===== src/design/fllcg_defines.svh =====
// Offsets, field positions, reset values and timing counts of the clock block.
// Assumes a byte-wide register port with 8-bit addresses.
`ifndef FLLCG_DEFINES_SVH
`define FLLCG_DEFINES_SVH

// ---------------------------------------------------------------
// Register addresses
// ---------------------------------------------------------------
`define FLLCG_ADDR_INTEG_LO   8'h50
`define FLLCG_ADDR_INTEG_HI   8'h51
`define FLLCG_ADDR_MULT       8'h52
`define FLLCG_ADDR_CBUF       8'h53
`define FLLCG_ADDR_STAT       8'h54
`define FLLCG_ADDR_IFLAG      8'h58
`define FLLCG_ADDR_IENA       8'h59

// ---------------------------------------------------------------
// Reset values
// ---------------------------------------------------------------
`define FLLCG_MULT_RST        8'h1f
`define FLLCG_INTEG_RST       10'h000
`define FLLCG_RANGE_RST       3'h0

// ---------------------------------------------------------------
// Field positions
// ---------------------------------------------------------------
`define FLLCG_MULT_N_MSB      6
`define FLLCG_MULT_MODDIS_BIT 7
`define FLLCG_LO_RANGE_LSB    2
`define FLLCG_LO_RANGE_MSB    4
`define FLLCG_FAULT_BIT       1
`define FLLCG_STAT_FREEZE_BIT 0
`define FLLCG_STAT_XSTOP_BIT  1
`define FLLCG_CB_ON_BIT       0
`define FLLCG_CB_SEL_LO_BIT   1
`define FLLCG_CB_SEL_HI_BIT   2

// ---------------------------------------------------------------
// Limits and timing
// ---------------------------------------------------------------
`define FLLCG_TAP_TOP         5'h1c
`define FLLCG_INTEG_MAX       10'h3ff
`define FLLCG_CNT_MAX         12'hfff
`define FLLCG_CLK_PERIOD_NS   20
`define FLLCG_AUX_TIMEOUT_NS  61000
`define FLLCG_AUX_TIMEOUT_CYC (`FLLCG_AUX_TIMEOUT_NS / `FLLCG_CLK_PERIOD_NS)

`endif


===== src/design/fllcg_pkg.sv =====
// Types shared by the clock block.
// Assumes the defines header is compiled alongside.
package fllcg_pkg;

    // ---------------------------------------------------------------
    // Clock buffer source select
    // ---------------------------------------------------------------
    typedef enum logic [1:0] {
        FLLCG_CB_AUX    = 2'b00,
        FLLCG_CB_AUX_D2 = 2'b01,
        FLLCG_CB_AUX_D4 = 2'b10,
        FLLCG_CB_MAIN   = 2'b11
    } fllcg_cbsel_e;

    typedef logic [4:0] fllcg_tap_t;
    typedef logic [9:0] fllcg_integ_t;

endpackage


===== src/design/fllcg_top.sv =====
// Frequency-locked loop clock generator: integrator, modulator, fault flag.
// Assumes aux and main clock arrive as asynchronous pins; NMI grant is local.
//
// Functional notes
// - Lock main to (N+1) times aux
// - Reset loads N with 31
// - Compare aux with main/(N+1), steer integrator
// - Integrator moves one count per aux period
// - 1024 settings drive oscillator directly
// - Upper five bits tap, lower five pattern
// - Tap codes 28 to 31 equal top
// - Modulator mixes tap with next higher
// - Range bits select 1x to 4x nominal
// - Loop freeze holds integrator
// - Modulation disable keeps loop, stops mixing
// - Crystal runs from reset; stop holds aux high
// - Missing aux keeps counting down
// - Fault on tap 0 or 28 to 31
// - Fault flag held; only software clears
// - Enabled fault requests NMI; grant clears enable
// - Main clock runs even at lowest tap
// - Buffer outputs main, aux, aux/2, aux/4, off
// - Reset clears integrator registers
// - Fault flag and enable at bit 1
// - Buffer drives only when on; select order
//
// The strobed register port and the register offsets are this design's own decisions.
`timescale 1ns/10ps
`include "fllcg_defines.svh"

module fllcg_top (
    input  wire logic       clk_i,
    input  wire logic       rst_i,
    input  wire logic [7:0] reg_addr_i,
    input  wire logic [7:0] reg_wdata_i,
    input  wire logic       reg_we_i,
    input  wire logic       reg_re_i,
    output logic      [7:0] reg_rdata_o,
    input  wire logic       crystal_in_i,
    input  wire logic       main_clk_i,
    input  wire logic       nmi_grant_i,
    output logic            aux_clk_o,
    output logic            crystal_stop_o,
    output logic      [4:0] dco_tap_o,
    output logic      [1:0] dco_range_o,
    output logic            dco_run_o,
    output logic            nmi_req_o,
    output logic            osc_fault_flag_o,
    output logic            buffered_clock_out_o,
    output logic            buffered_clock_out_oe_o
);

    // ---------------------------------------------------------------
    // Declarations
    // ---------------------------------------------------------------
    logic       [7:0]         mult_r;
    logic       [9:0]         integ_r;
    logic       [9:0]         integ_nxt;
    logic       [2:0]         range_r;
    logic                     loop_freeze_r;
    logic                     crystal_stop_r;
    logic                     osc_fault_flag_r;
    logic                     osc_fault_enable_r;
    logic                     clock_buffer_on_r;
    logic                     clock_buffer_sel_hi_r;
    logic                     clock_buffer_sel_lo_r;
    logic       [2:0]         aux_sync_r;
    logic       [2:0]         main_sync_r;
    logic                     aux_lvl_r;
    logic                     aux_lvl_nxt;
    logic                     main_lvl_r;
    logic                     main_lvl_nxt;
    logic                     aux_edge;
    logic                     main_edge;
    logic       [11:0]        cnt_r;
    logic       [11:0]        target;
    logic       [11:0]        wd_r;
    logic                     wd_expire;
    logic       [1:0]         aux_div_r;
    logic                     step_up;
    logic                     step_dn;
    logic                     osc_fault;
    fllcg_pkg::fllcg_tap_t    tap;
    fllcg_pkg::fllcg_tap_t    tap_clamped;
    fllcg_pkg::fllcg_tap_t    tap_nxt;
    fllcg_pkg::fllcg_tap_t    pattern;
    fllcg_pkg::fllcg_tap_t    slot_rev;
    logic                     mix_up;
    fllcg_pkg::fllcg_cbsel_e  cb_sel;
    logic                     cb_nxt;
    logic       [7:0]         rdata_nxt;
    logic                     wr_lo;
    logic                     wr_hi;
    logic                     wr_mult;
    logic                     wr_cbuf;
    logic                     wr_stat;
    logic                     wr_iflag;
    logic                     wr_iena;

    // ---------------------------------------------------------------
    // Write decode
    // ---------------------------------------------------------------
    assign wr_lo    = reg_we_i && (reg_addr_i == `FLLCG_ADDR_INTEG_LO);
    assign wr_hi    = reg_we_i && (reg_addr_i == `FLLCG_ADDR_INTEG_HI);
    assign wr_mult  = reg_we_i && (reg_addr_i == `FLLCG_ADDR_MULT);
    assign wr_cbuf  = reg_we_i && (reg_addr_i == `FLLCG_ADDR_CBUF);
    assign wr_stat  = reg_we_i && (reg_addr_i == `FLLCG_ADDR_STAT);
    assign wr_iflag = reg_we_i && (reg_addr_i == `FLLCG_ADDR_IFLAG);
    assign wr_iena  = reg_we_i && (reg_addr_i == `FLLCG_ADDR_IENA);

    // ---------------------------------------------------------------
    // Input synchronisers
    // ---------------------------------------------------------------
    always_ff @(posedge clk_i or posedge rst_i) begin
        if (rst_i) begin
            aux_sync_r  <= 3'h0;
            main_sync_r <= 3'h0;
        end else begin
            aux_sync_r  <= {aux_sync_r[1:0], crystal_in_i};
            main_sync_r <= {main_sync_r[1:0], main_clk_i};
        end
    end

    // Level accepted once second and third stages agree
    assign aux_lvl_nxt  = (aux_sync_r[1] == aux_sync_r[2]) ?
                          aux_sync_r[2] : aux_lvl_r;
    assign main_lvl_nxt = (main_sync_r[1] == main_sync_r[2]) ?
                          main_sync_r[2] : main_lvl_r;

    assign aux_edge  = aux_lvl_nxt && !aux_lvl_r;
    assign main_edge = main_lvl_nxt && !main_lvl_r;

    always_ff @(posedge clk_i or posedge rst_i) begin
        if (rst_i) begin
            aux_lvl_r  <= 1'b0;
            main_lvl_r <= 1'b0;
        end else begin
            aux_lvl_r  <= aux_lvl_nxt;
            main_lvl_r <= main_lvl_nxt;
        end
    end

    // ---------------------------------------------------------------
    // Main clock edges per aux period
    // ---------------------------------------------------------------
    always_ff @(posedge clk_i or posedge rst_i) begin
        if (rst_i) begin
            cnt_r <= 12'h000;
        end else if (aux_edge) begin
            cnt_r <= {11'h000, main_edge};
        end else if (main_edge && (cnt_r != `FLLCG_CNT_MAX)) begin
            cnt_r <= cnt_r + 12'h001;
        end
    end

    // Missing-aux watchdog
    assign wd_expire = (wd_r == 12'(`FLLCG_AUX_TIMEOUT_CYC - 1));

    always_ff @(posedge clk_i or posedge rst_i) begin
        if (rst_i) begin
            wd_r <= 12'h000;
        end else if (aux_edge || wd_expire) begin
            wd_r <= 12'h000;
        end else begin
            wd_r <= wd_r + 12'h001;
        end
    end

    // ---------------------------------------------------------------
    // Frequency integrator
    // ---------------------------------------------------------------
    assign target = {5'h00, mult_r[`FLLCG_MULT_N_MSB:0]} + 12'h001;

    // Too many main edges means too fast: count down
    always_comb begin
        step_up = 1'b0;
        step_dn = 1'b0;
        if (!loop_freeze_r) begin
            if (aux_edge) begin
                step_dn = (cnt_r > target);
                step_up = !(cnt_r > target);
            end else if (wd_expire) begin
                step_dn = 1'b1;
            end
        end
    end

    always_comb begin
        integ_nxt = integ_r;
        if (step_up && (integ_r != `FLLCG_INTEG_MAX)) begin
            integ_nxt = integ_r + 10'h001;
        end else if (step_dn && (integ_r != 10'h000)) begin
            integ_nxt = integ_r - 10'h001;
        end
        if (wr_lo) begin
            integ_nxt[1:0] = reg_wdata_i[1:0];
        end
        if (wr_hi) begin
            integ_nxt[9:2] = reg_wdata_i;
        end
    end

    always_ff @(posedge clk_i or posedge rst_i) begin
        if (rst_i) begin
            integ_r <= `FLLCG_INTEG_RST;
        end else begin
            integ_r <= integ_nxt;
        end
    end

    // ---------------------------------------------------------------
    // Control registers
    // ---------------------------------------------------------------
    always_ff @(posedge clk_i or posedge rst_i) begin
        if (rst_i) begin
            mult_r <= `FLLCG_MULT_RST;
        end else if (wr_mult) begin
            mult_r <= reg_wdata_i;
        end
    end

    always_ff @(posedge clk_i or posedge rst_i) begin
        if (rst_i) begin
            range_r <= `FLLCG_RANGE_RST;
        end else if (wr_lo) begin
            range_r <= reg_wdata_i[`FLLCG_LO_RANGE_MSB:`FLLCG_LO_RANGE_LSB];
        end
    end

    always_ff @(posedge clk_i or posedge rst_i) begin
        if (rst_i) begin
            loop_freeze_r  <= 1'b0;
            crystal_stop_r <= 1'b0;
        end else if (wr_stat) begin
            loop_freeze_r  <= reg_wdata_i[`FLLCG_STAT_FREEZE_BIT];
            crystal_stop_r <= reg_wdata_i[`FLLCG_STAT_XSTOP_BIT];
        end
    end

    always_ff @(posedge clk_i or posedge rst_i) begin
        if (rst_i) begin
            clock_buffer_on_r     <= 1'b0;
            clock_buffer_sel_hi_r <= 1'b0;
            clock_buffer_sel_lo_r <= 1'b0;
        end else if (wr_cbuf) begin
            clock_buffer_on_r     <= reg_wdata_i[`FLLCG_CB_ON_BIT];
            clock_buffer_sel_hi_r <= reg_wdata_i[`FLLCG_CB_SEL_HI_BIT];
            clock_buffer_sel_lo_r <= reg_wdata_i[`FLLCG_CB_SEL_LO_BIT];
        end
    end

    // ---------------------------------------------------------------
    // Oscillator fault flag and enable
    // ---------------------------------------------------------------
    assign tap       = integ_r[9:5];
    assign osc_fault = (tap == 5'h00) || (tap >= `FLLCG_TAP_TOP);

    // Fault set wins over a software clear
    always_ff @(posedge clk_i or posedge rst_i) begin
        if (rst_i) begin
            osc_fault_flag_r <= 1'b0;
        end else if (osc_fault) begin
            osc_fault_flag_r <= 1'b1;
        end else if (wr_iflag) begin
            osc_fault_flag_r <= reg_wdata_i[`FLLCG_FAULT_BIT];
        end
    end

    always_ff @(posedge clk_i or posedge rst_i) begin
        if (rst_i) begin
            osc_fault_enable_r <= 1'b0;
        end else if (nmi_grant_i) begin
            osc_fault_enable_r <= 1'b0;
        end else if (wr_iena) begin
            osc_fault_enable_r <= reg_wdata_i[`FLLCG_FAULT_BIT];
        end
    end

    always_ff @(posedge clk_i or posedge rst_i) begin
        if (rst_i) begin
            nmi_req_o        <= 1'b0;
            osc_fault_flag_o <= 1'b0;
        end else begin
            nmi_req_o        <= osc_fault_flag_r && osc_fault_enable_r
                                && !nmi_grant_i;
            osc_fault_flag_o <= osc_fault_flag_r;
        end
    end

    // ---------------------------------------------------------------
    // Tap select and modulator
    // ---------------------------------------------------------------
    assign tap_clamped = (tap >= `FLLCG_TAP_TOP) ? `FLLCG_TAP_TOP : tap;
    assign pattern     = {integ_r[4:2], integ_r[1:0]};
    assign slot_rev    = {cnt_r[0], cnt_r[1], cnt_r[2], cnt_r[3], cnt_r[4]};

    // Bit-reversed slot spreads the hops over the period
    assign mix_up = !mult_r[`FLLCG_MULT_MODDIS_BIT]
                    && (slot_rev < pattern);

    always_comb begin
        tap_nxt = tap_clamped;
        if (mix_up && (tap_clamped != `FLLCG_TAP_TOP)) begin
            tap_nxt = tap_clamped + 5'h01;
        end
    end

    always_ff @(posedge clk_i or posedge rst_i) begin
        if (rst_i) begin
            dco_tap_o   <= 5'h00;
            dco_range_o <= 2'h0;
            dco_run_o   <= 1'b1;
        end else begin
            dco_tap_o   <= tap_nxt;
            dco_run_o   <= 1'b1;
            dco_range_o <= range_r[2] ? 2'h3 :
                           (range_r[1] ? 2'h2 : {1'b0, range_r[0]});
        end
    end

    // ---------------------------------------------------------------
    // Aux clock output and dividers
    // ---------------------------------------------------------------
    always_ff @(posedge clk_i or posedge rst_i) begin
        if (rst_i) begin
            aux_div_r <= 2'h0;
        end else if (aux_edge) begin
            aux_div_r <= aux_div_r + 2'h1;
        end
    end

    always_ff @(posedge clk_i or posedge rst_i) begin
        if (rst_i) begin
            aux_clk_o      <= 1'b0;
            crystal_stop_o <= 1'b0;
        end else begin
            aux_clk_o      <= crystal_stop_r ? 1'b1 : aux_lvl_nxt;
            crystal_stop_o <= crystal_stop_r;
        end
    end

    // ---------------------------------------------------------------
    // Buffered clock output
    // ---------------------------------------------------------------
    assign cb_sel = fllcg_pkg::fllcg_cbsel_e'(
                        {clock_buffer_sel_hi_r, clock_buffer_sel_lo_r});

    always_comb begin
        case (cb_sel)
            fllcg_pkg::FLLCG_CB_AUX:    cb_nxt = aux_lvl_nxt;
            fllcg_pkg::FLLCG_CB_AUX_D2: cb_nxt = aux_div_r[0];
            fllcg_pkg::FLLCG_CB_AUX_D4: cb_nxt = aux_div_r[1];
            fllcg_pkg::FLLCG_CB_MAIN:   cb_nxt = main_lvl_nxt;
            default:                    cb_nxt = 1'b0;
        endcase
        if (crystal_stop_r && (cb_sel != fllcg_pkg::FLLCG_CB_MAIN)) begin
            cb_nxt = 1'b0;
        end
    end

    always_ff @(posedge clk_i or posedge rst_i) begin
        if (rst_i) begin
            buffered_clock_out_o    <= 1'b0;
            buffered_clock_out_oe_o <= 1'b0;
        end else begin
            buffered_clock_out_o    <= clock_buffer_on_r && cb_nxt;
            buffered_clock_out_oe_o <= clock_buffer_on_r;
        end
    end

    // ---------------------------------------------------------------
    // Read port
    // ---------------------------------------------------------------
    always_comb begin
        case (reg_addr_i)
            `FLLCG_ADDR_INTEG_LO: rdata_nxt = {3'h0, range_r, integ_r[1:0]};
            `FLLCG_ADDR_INTEG_HI: rdata_nxt = integ_r[9:2];
            `FLLCG_ADDR_MULT:     rdata_nxt = mult_r;
            `FLLCG_ADDR_STAT: begin
                rdata_nxt = {6'h00, crystal_stop_r, loop_freeze_r};
            end
            `FLLCG_ADDR_IFLAG: begin
                rdata_nxt = {6'h00, osc_fault_flag_r, 1'b0};
            end
            `FLLCG_ADDR_IENA: rdata_nxt = {6'h00, osc_fault_enable_r, 1'b0};
            default:          rdata_nxt = 8'h00;
        endcase
    end

    always_ff @(posedge clk_i or posedge rst_i) begin
        if (rst_i) begin
            reg_rdata_o <= 8'h00;
        end else begin
            reg_rdata_o <= reg_re_i ? rdata_nxt : 8'h00;
        end
    end

endmodule


===== config.mk =====
export PLATFORM = sky130hd
export DESIGN_NAME = fllcg_top
export DESIGN_NICKNAME = d
export VERILOG_FILES = /design/src/design/fllcg_pkg.sv /design/src/design/fllcg_top.sv
export VERILOG_INCLUDE_DIRS = /design/src /design/src/design
export SDC_FILE = /design/constraint.sdc
export NUM_CORES = 1
export LEC_CHECK = 0
export BUFFER_PORTS_ARGS = -buffer_cell sky130_fd_sc_hd__buf_4
export CAP_MARGIN = 40
export CORE_MARGIN = 2
export CORE_UTILIZATION = 54
export CTS_CLUSTER_SIZE = 14
export DETAILED_ROUTE_END_ITERATION = 10
export GPL_ROUTABILITY_DRIVEN = 0
export PLACE_DENSITY = 0.89
export RECOVER_POWER = 50
export SLEW_MARGIN = 0
export SYNTH_ARGS = -nofsm -noshare
export SYNTH_HDL_FRONTEND = slang
export SYNTH_SLANG_ARGS = --single-unit

===== constraint.sdc =====
create_clock -name clk_i -period 3.18 [get_ports clk_i]
set_input_delay 0.318 -clock clk_i [delete_from_list [all_inputs] [get_ports clk_i]]
set_output_delay 0.318 -clock clk_i [all_outputs]
set_load 0.01 [all_outputs]

==> metrics.yaml <==
outcome:
  outcome: "finished with violations"
  violations_in_the_final_reports: "capacitance limit, slew limit, setup timing"
synthesis:
  yosysUniqueCellTypes: 63
  netlist.area_leader.share_pct: 41.5
  ys_async_sr_fraction_pct: 100
  synth.ff_latch_count: 83
  sequential_fraction_of_the_synthesis_area_pct: 44.3
  yosys_most_used_dff: "sky130_fd_sc_hd__dfrtp_1"
  post-synth-top-area-cell: "sky130_fd_sc_hd__dfrtp_1"
  syn_nets: 527
  leading_post_synthesis_cells_by_cell_area: "sky130_fd_sc_hd__dfrtp_1 42%, sky130_fd_sc_hd__ha_1 6.9%, sky130_fd_sc_hd__nor2_1 4.1%"
  synthesis.instances: 477
  yosys_warnings: 0
  netlist_area_sq_mm: 0.00470
  syn-mean-instance-area_sq_um: 9.86
  count_of_flip_flops_with_a_built_in_enable_after_synthesis: 0
timing:
  finalHoldViolCount: 0
  finalHoldWorstSlack_ns: 0.0597
  timing.final.crit_period_ns: 3.96
  setup_tns_ns: -4.34
  setup_repair_after_global_routing_missed_its_margin: "true"
  relSlewSlack_pct: -8.80
  final-max-slew-violation-count: 33
  timing.clock.skew_ns: 0.0170
  final_critical_path_setup_slack_ns: -0.781
  final.period_utilization_pct: 125
  max_freq_ghz: 0.252
  finalSetupViolCount: 10
  timing_worst_slew_pin_value_ns: 1.63
pwr:
  power_report.internal_total_mw: 2.57
  overall_power_mw: 4.43
  share_clk_of_total_power_pct: 17.8
  static-leakage-power_nw: 2.70
  power.density_mw_per_mm2: 747
  ir_drop_v: 0.000333
  portion_of_total_power_attributed_to_sequential_cells_pct: 32.9
  pwr-share-comb_pct: 49.3
  power.switching_fraction_pct: 42.0
  switching_power_mw: 1.86
route:
  via_per_inst: 6.77
  routed_wirelength_um: 15200
  post_route_ant_nets: 0
  drtIter0Drc: 685
  drt_drc_violations_left: 0
  drt_pass1_iterations: 6
  route.detailed.wl_per_inst_um: 22.4
  via_count: 4600
floorplan:
  die_outline_area_sq_mm: 0.00947
  die_h_um: 97.3
  core_area_sq_mm: 0.00859
  die_w_um: 97.3
  start_util_pct: 54.7
  placementRows: 34
  top_level_ports: 45
cells_and_area:
  utilization_pct: 68.9
  final_cells: 679
  finish.instance_area_sq_mm: 0.00592
  layout.cells.most_common: "sky130_fd_sc_hd__dfrtp_1"
  diodes: 0
  finalNetCount: 616
  drive_above_1_share_pct: 29.8
  most_frequent_cells_in_the_layout: "78 x sky130_fd_sc_hd__dfrtp_1, 72 x sky130_fd_sc_hd__buf_4, 48 x sky130_fd_sc_hd__nor2_1"
  area_delta_synth_final_pct: 25.9
clock_tree:
  clock-root-buffer: "sky130_fd_sc_hd__clkbuf_8"
  htreeDepth: 3
  worstSkewPairLatency_ns: 0.38
  clk_pin_slew_worst_paths_ns: 0.10
  cts.sink_count: 83
  cts_made_buffers: 9
  cts-root-to-sink-buffers: 2
  cts_tree: "done"
min_path:
  timing.hold.worst.class: "input pin to flip-flop"
setup_path:
  timing.critical_path.from_type: "flip-flop"
  worst_ep_arrival_time_ns: 4.22
  crit_path_end_kind: "flip-flop"
  r2r_setup_slack_ns: -0.78
  worst_ep_required_time_ns: 3.44
  crit_path_max_fanout: 7
  timing.setup.critical_path_class: "flip-flop to flip-flop"
place:
  port_buffers: 43
  placed_cells_incl_taps: 645
  place_hpwl_um: 8860
  total_cell_area_at_the_placement_stage_sq_mm: 0.00534
  dp_slack_ns: -0.508
global_route:
  first_global_vias: 4555
  number_of_antenna_violations_at_the_first_check_in_global_routing: 0
  gr-total-overflow: 0
  grt_pass1_wl_um: 23000
  grt_max_degree: 33
  grt_use_total_pct: 30.6
flow_run:
  drv.max_cap_violation_count: 1
## Yosys cell counts, drive strengths merged (5+ instances only)
master   n
a21o     5
a21oi   14
a22oi    6
a31oi    8
and2     7
and3    12
buf      7
clkbuf   7
dfrtp   78
dfstp    5
ha      26
inv     19
mux2    17
mux2i    5
nand2   41
nand3   32
nand4   11
nor2    52
nor2b    6
nor3    10
o211ai   7
o21ai   17
xnor2   20
xor2    14
## area by class of cell
| type | instances | area (sq um) |
|---|---|---|
| clock inverter | 7 | 76.3 |
| clock buffer | 9 | 124 |
| sequential | 83 | 2080 |
| tap | 108 | 135 |
| inverter | 19 | 72.6 |
| timing repair buffer | 92 | 687 |
| fill | 551 | 2670 |
| multi-input combinational | 361 | 2740 |
## power by group through the flow
stage                     registers, mW  logic (mW)  clock network [mW]
after floorplan                    1.39        1.04                   0
after global placement             1.41        1.47                   0
after detailed placement           1.43        1.59                   0
after CTS                          1.43        1.81               0.780
after global routing               1.47        2.31               0.826
final                              1.46        2.18               0.787
## path summary, 6_finish.rpt
path	from	cells past startpoint	to
max	mult_r[2]	17	integ_r[9]
min	main_clk_i	1	main_sync_r[0]
max reg2reg	mult_r[2]	17	integ_r[9]
min reg2reg	aux_sync_r[0]	0	aux_sync_r[1]
max in group asynchronous	rst_i	5	mult_r[4]
min in group asynchronous	rst_i	3	aux_sync_r[2]
## metal layers
| metal | GRT usage (%) | vias to the layer above | wire (um) |
|---|---|---|---|
| met5 | 0 | - | 0 |
| met4 | 19.7 | 0 | 1280 |
| met3 | 8.63 | 159 | 1430 |
| met2 | 50.3 | 401 | 7220 |
| met1 | 34.9 | 2165 | 5260 |
| li1 | - | 1875 | - |
## what timing repair did
item | 4_1_cts | 5_1_grt
hold buffers | 1 | 0
endpoints found under the hold margin | 17 | 0
pin swaps | 16 | 15
buffers inserted | 10 | 7
setup endpoints to repair | 6 | 9
resized for setup | 28 | 22
## worst max-delay path: stages, from the launching register on
cell and delay (ns):
sky130_fd_sc_hd__dfstp_2 0.57, sky130_fd_sc_hd__buf_6 0.13, sky130_fd_sc_hd__nand3_1 0.09, sky130_fd_sc_hd__xor2_1 0.16, sky130_fd_sc_hd__ha_1 0.36, sky130_fd_sc_hd__nand4_1 0.14, sky130_fd_sc_hd__nor2b_2 0.18, sky130_fd_sc_hd__o21a_1 0.13
sky130_fd_sc_hd__nor3_2 0.22, sky130_fd_sc_hd__nand2_2 0.19, sky130_fd_sc_hd__buf_4 0.19, sky130_fd_sc_hd__ha_2 0.27, sky130_fd_sc_hd__or2_4 0.24, sky130_fd_sc_hd__nand2_1 0.08, sky130_fd_sc_hd__a21oi_1 0.07, sky130_fd_sc_hd__a21o_1 0.24
sky130_fd_sc_hd__or2_1 0.24, sky130_fd_sc_hd__o311ai_2 0.32
## cells by family after synthesis
group | synth area share (%)
other cells | 0.0797
buf+inv | 3.27
flops | 44.3
simple gates | 20.6
mux | 5.13
xor+xnor | 6.33
fa+ha+maj | 7.77
compound gates | 12.5
## state kept, by name, indices dropped and copies added, names as in the netlist, 2 cells and up
register,count
dco_tap_o,5
dco_range_o,2
wd_r,12
main_sync_r,3
mult_r,8
reg_rdata_o,8
cnt_r,12
integ_r,10
aux_sync_r,3
aux_div_r,2
range_r,3
Power figures use the tool's default switching activity.
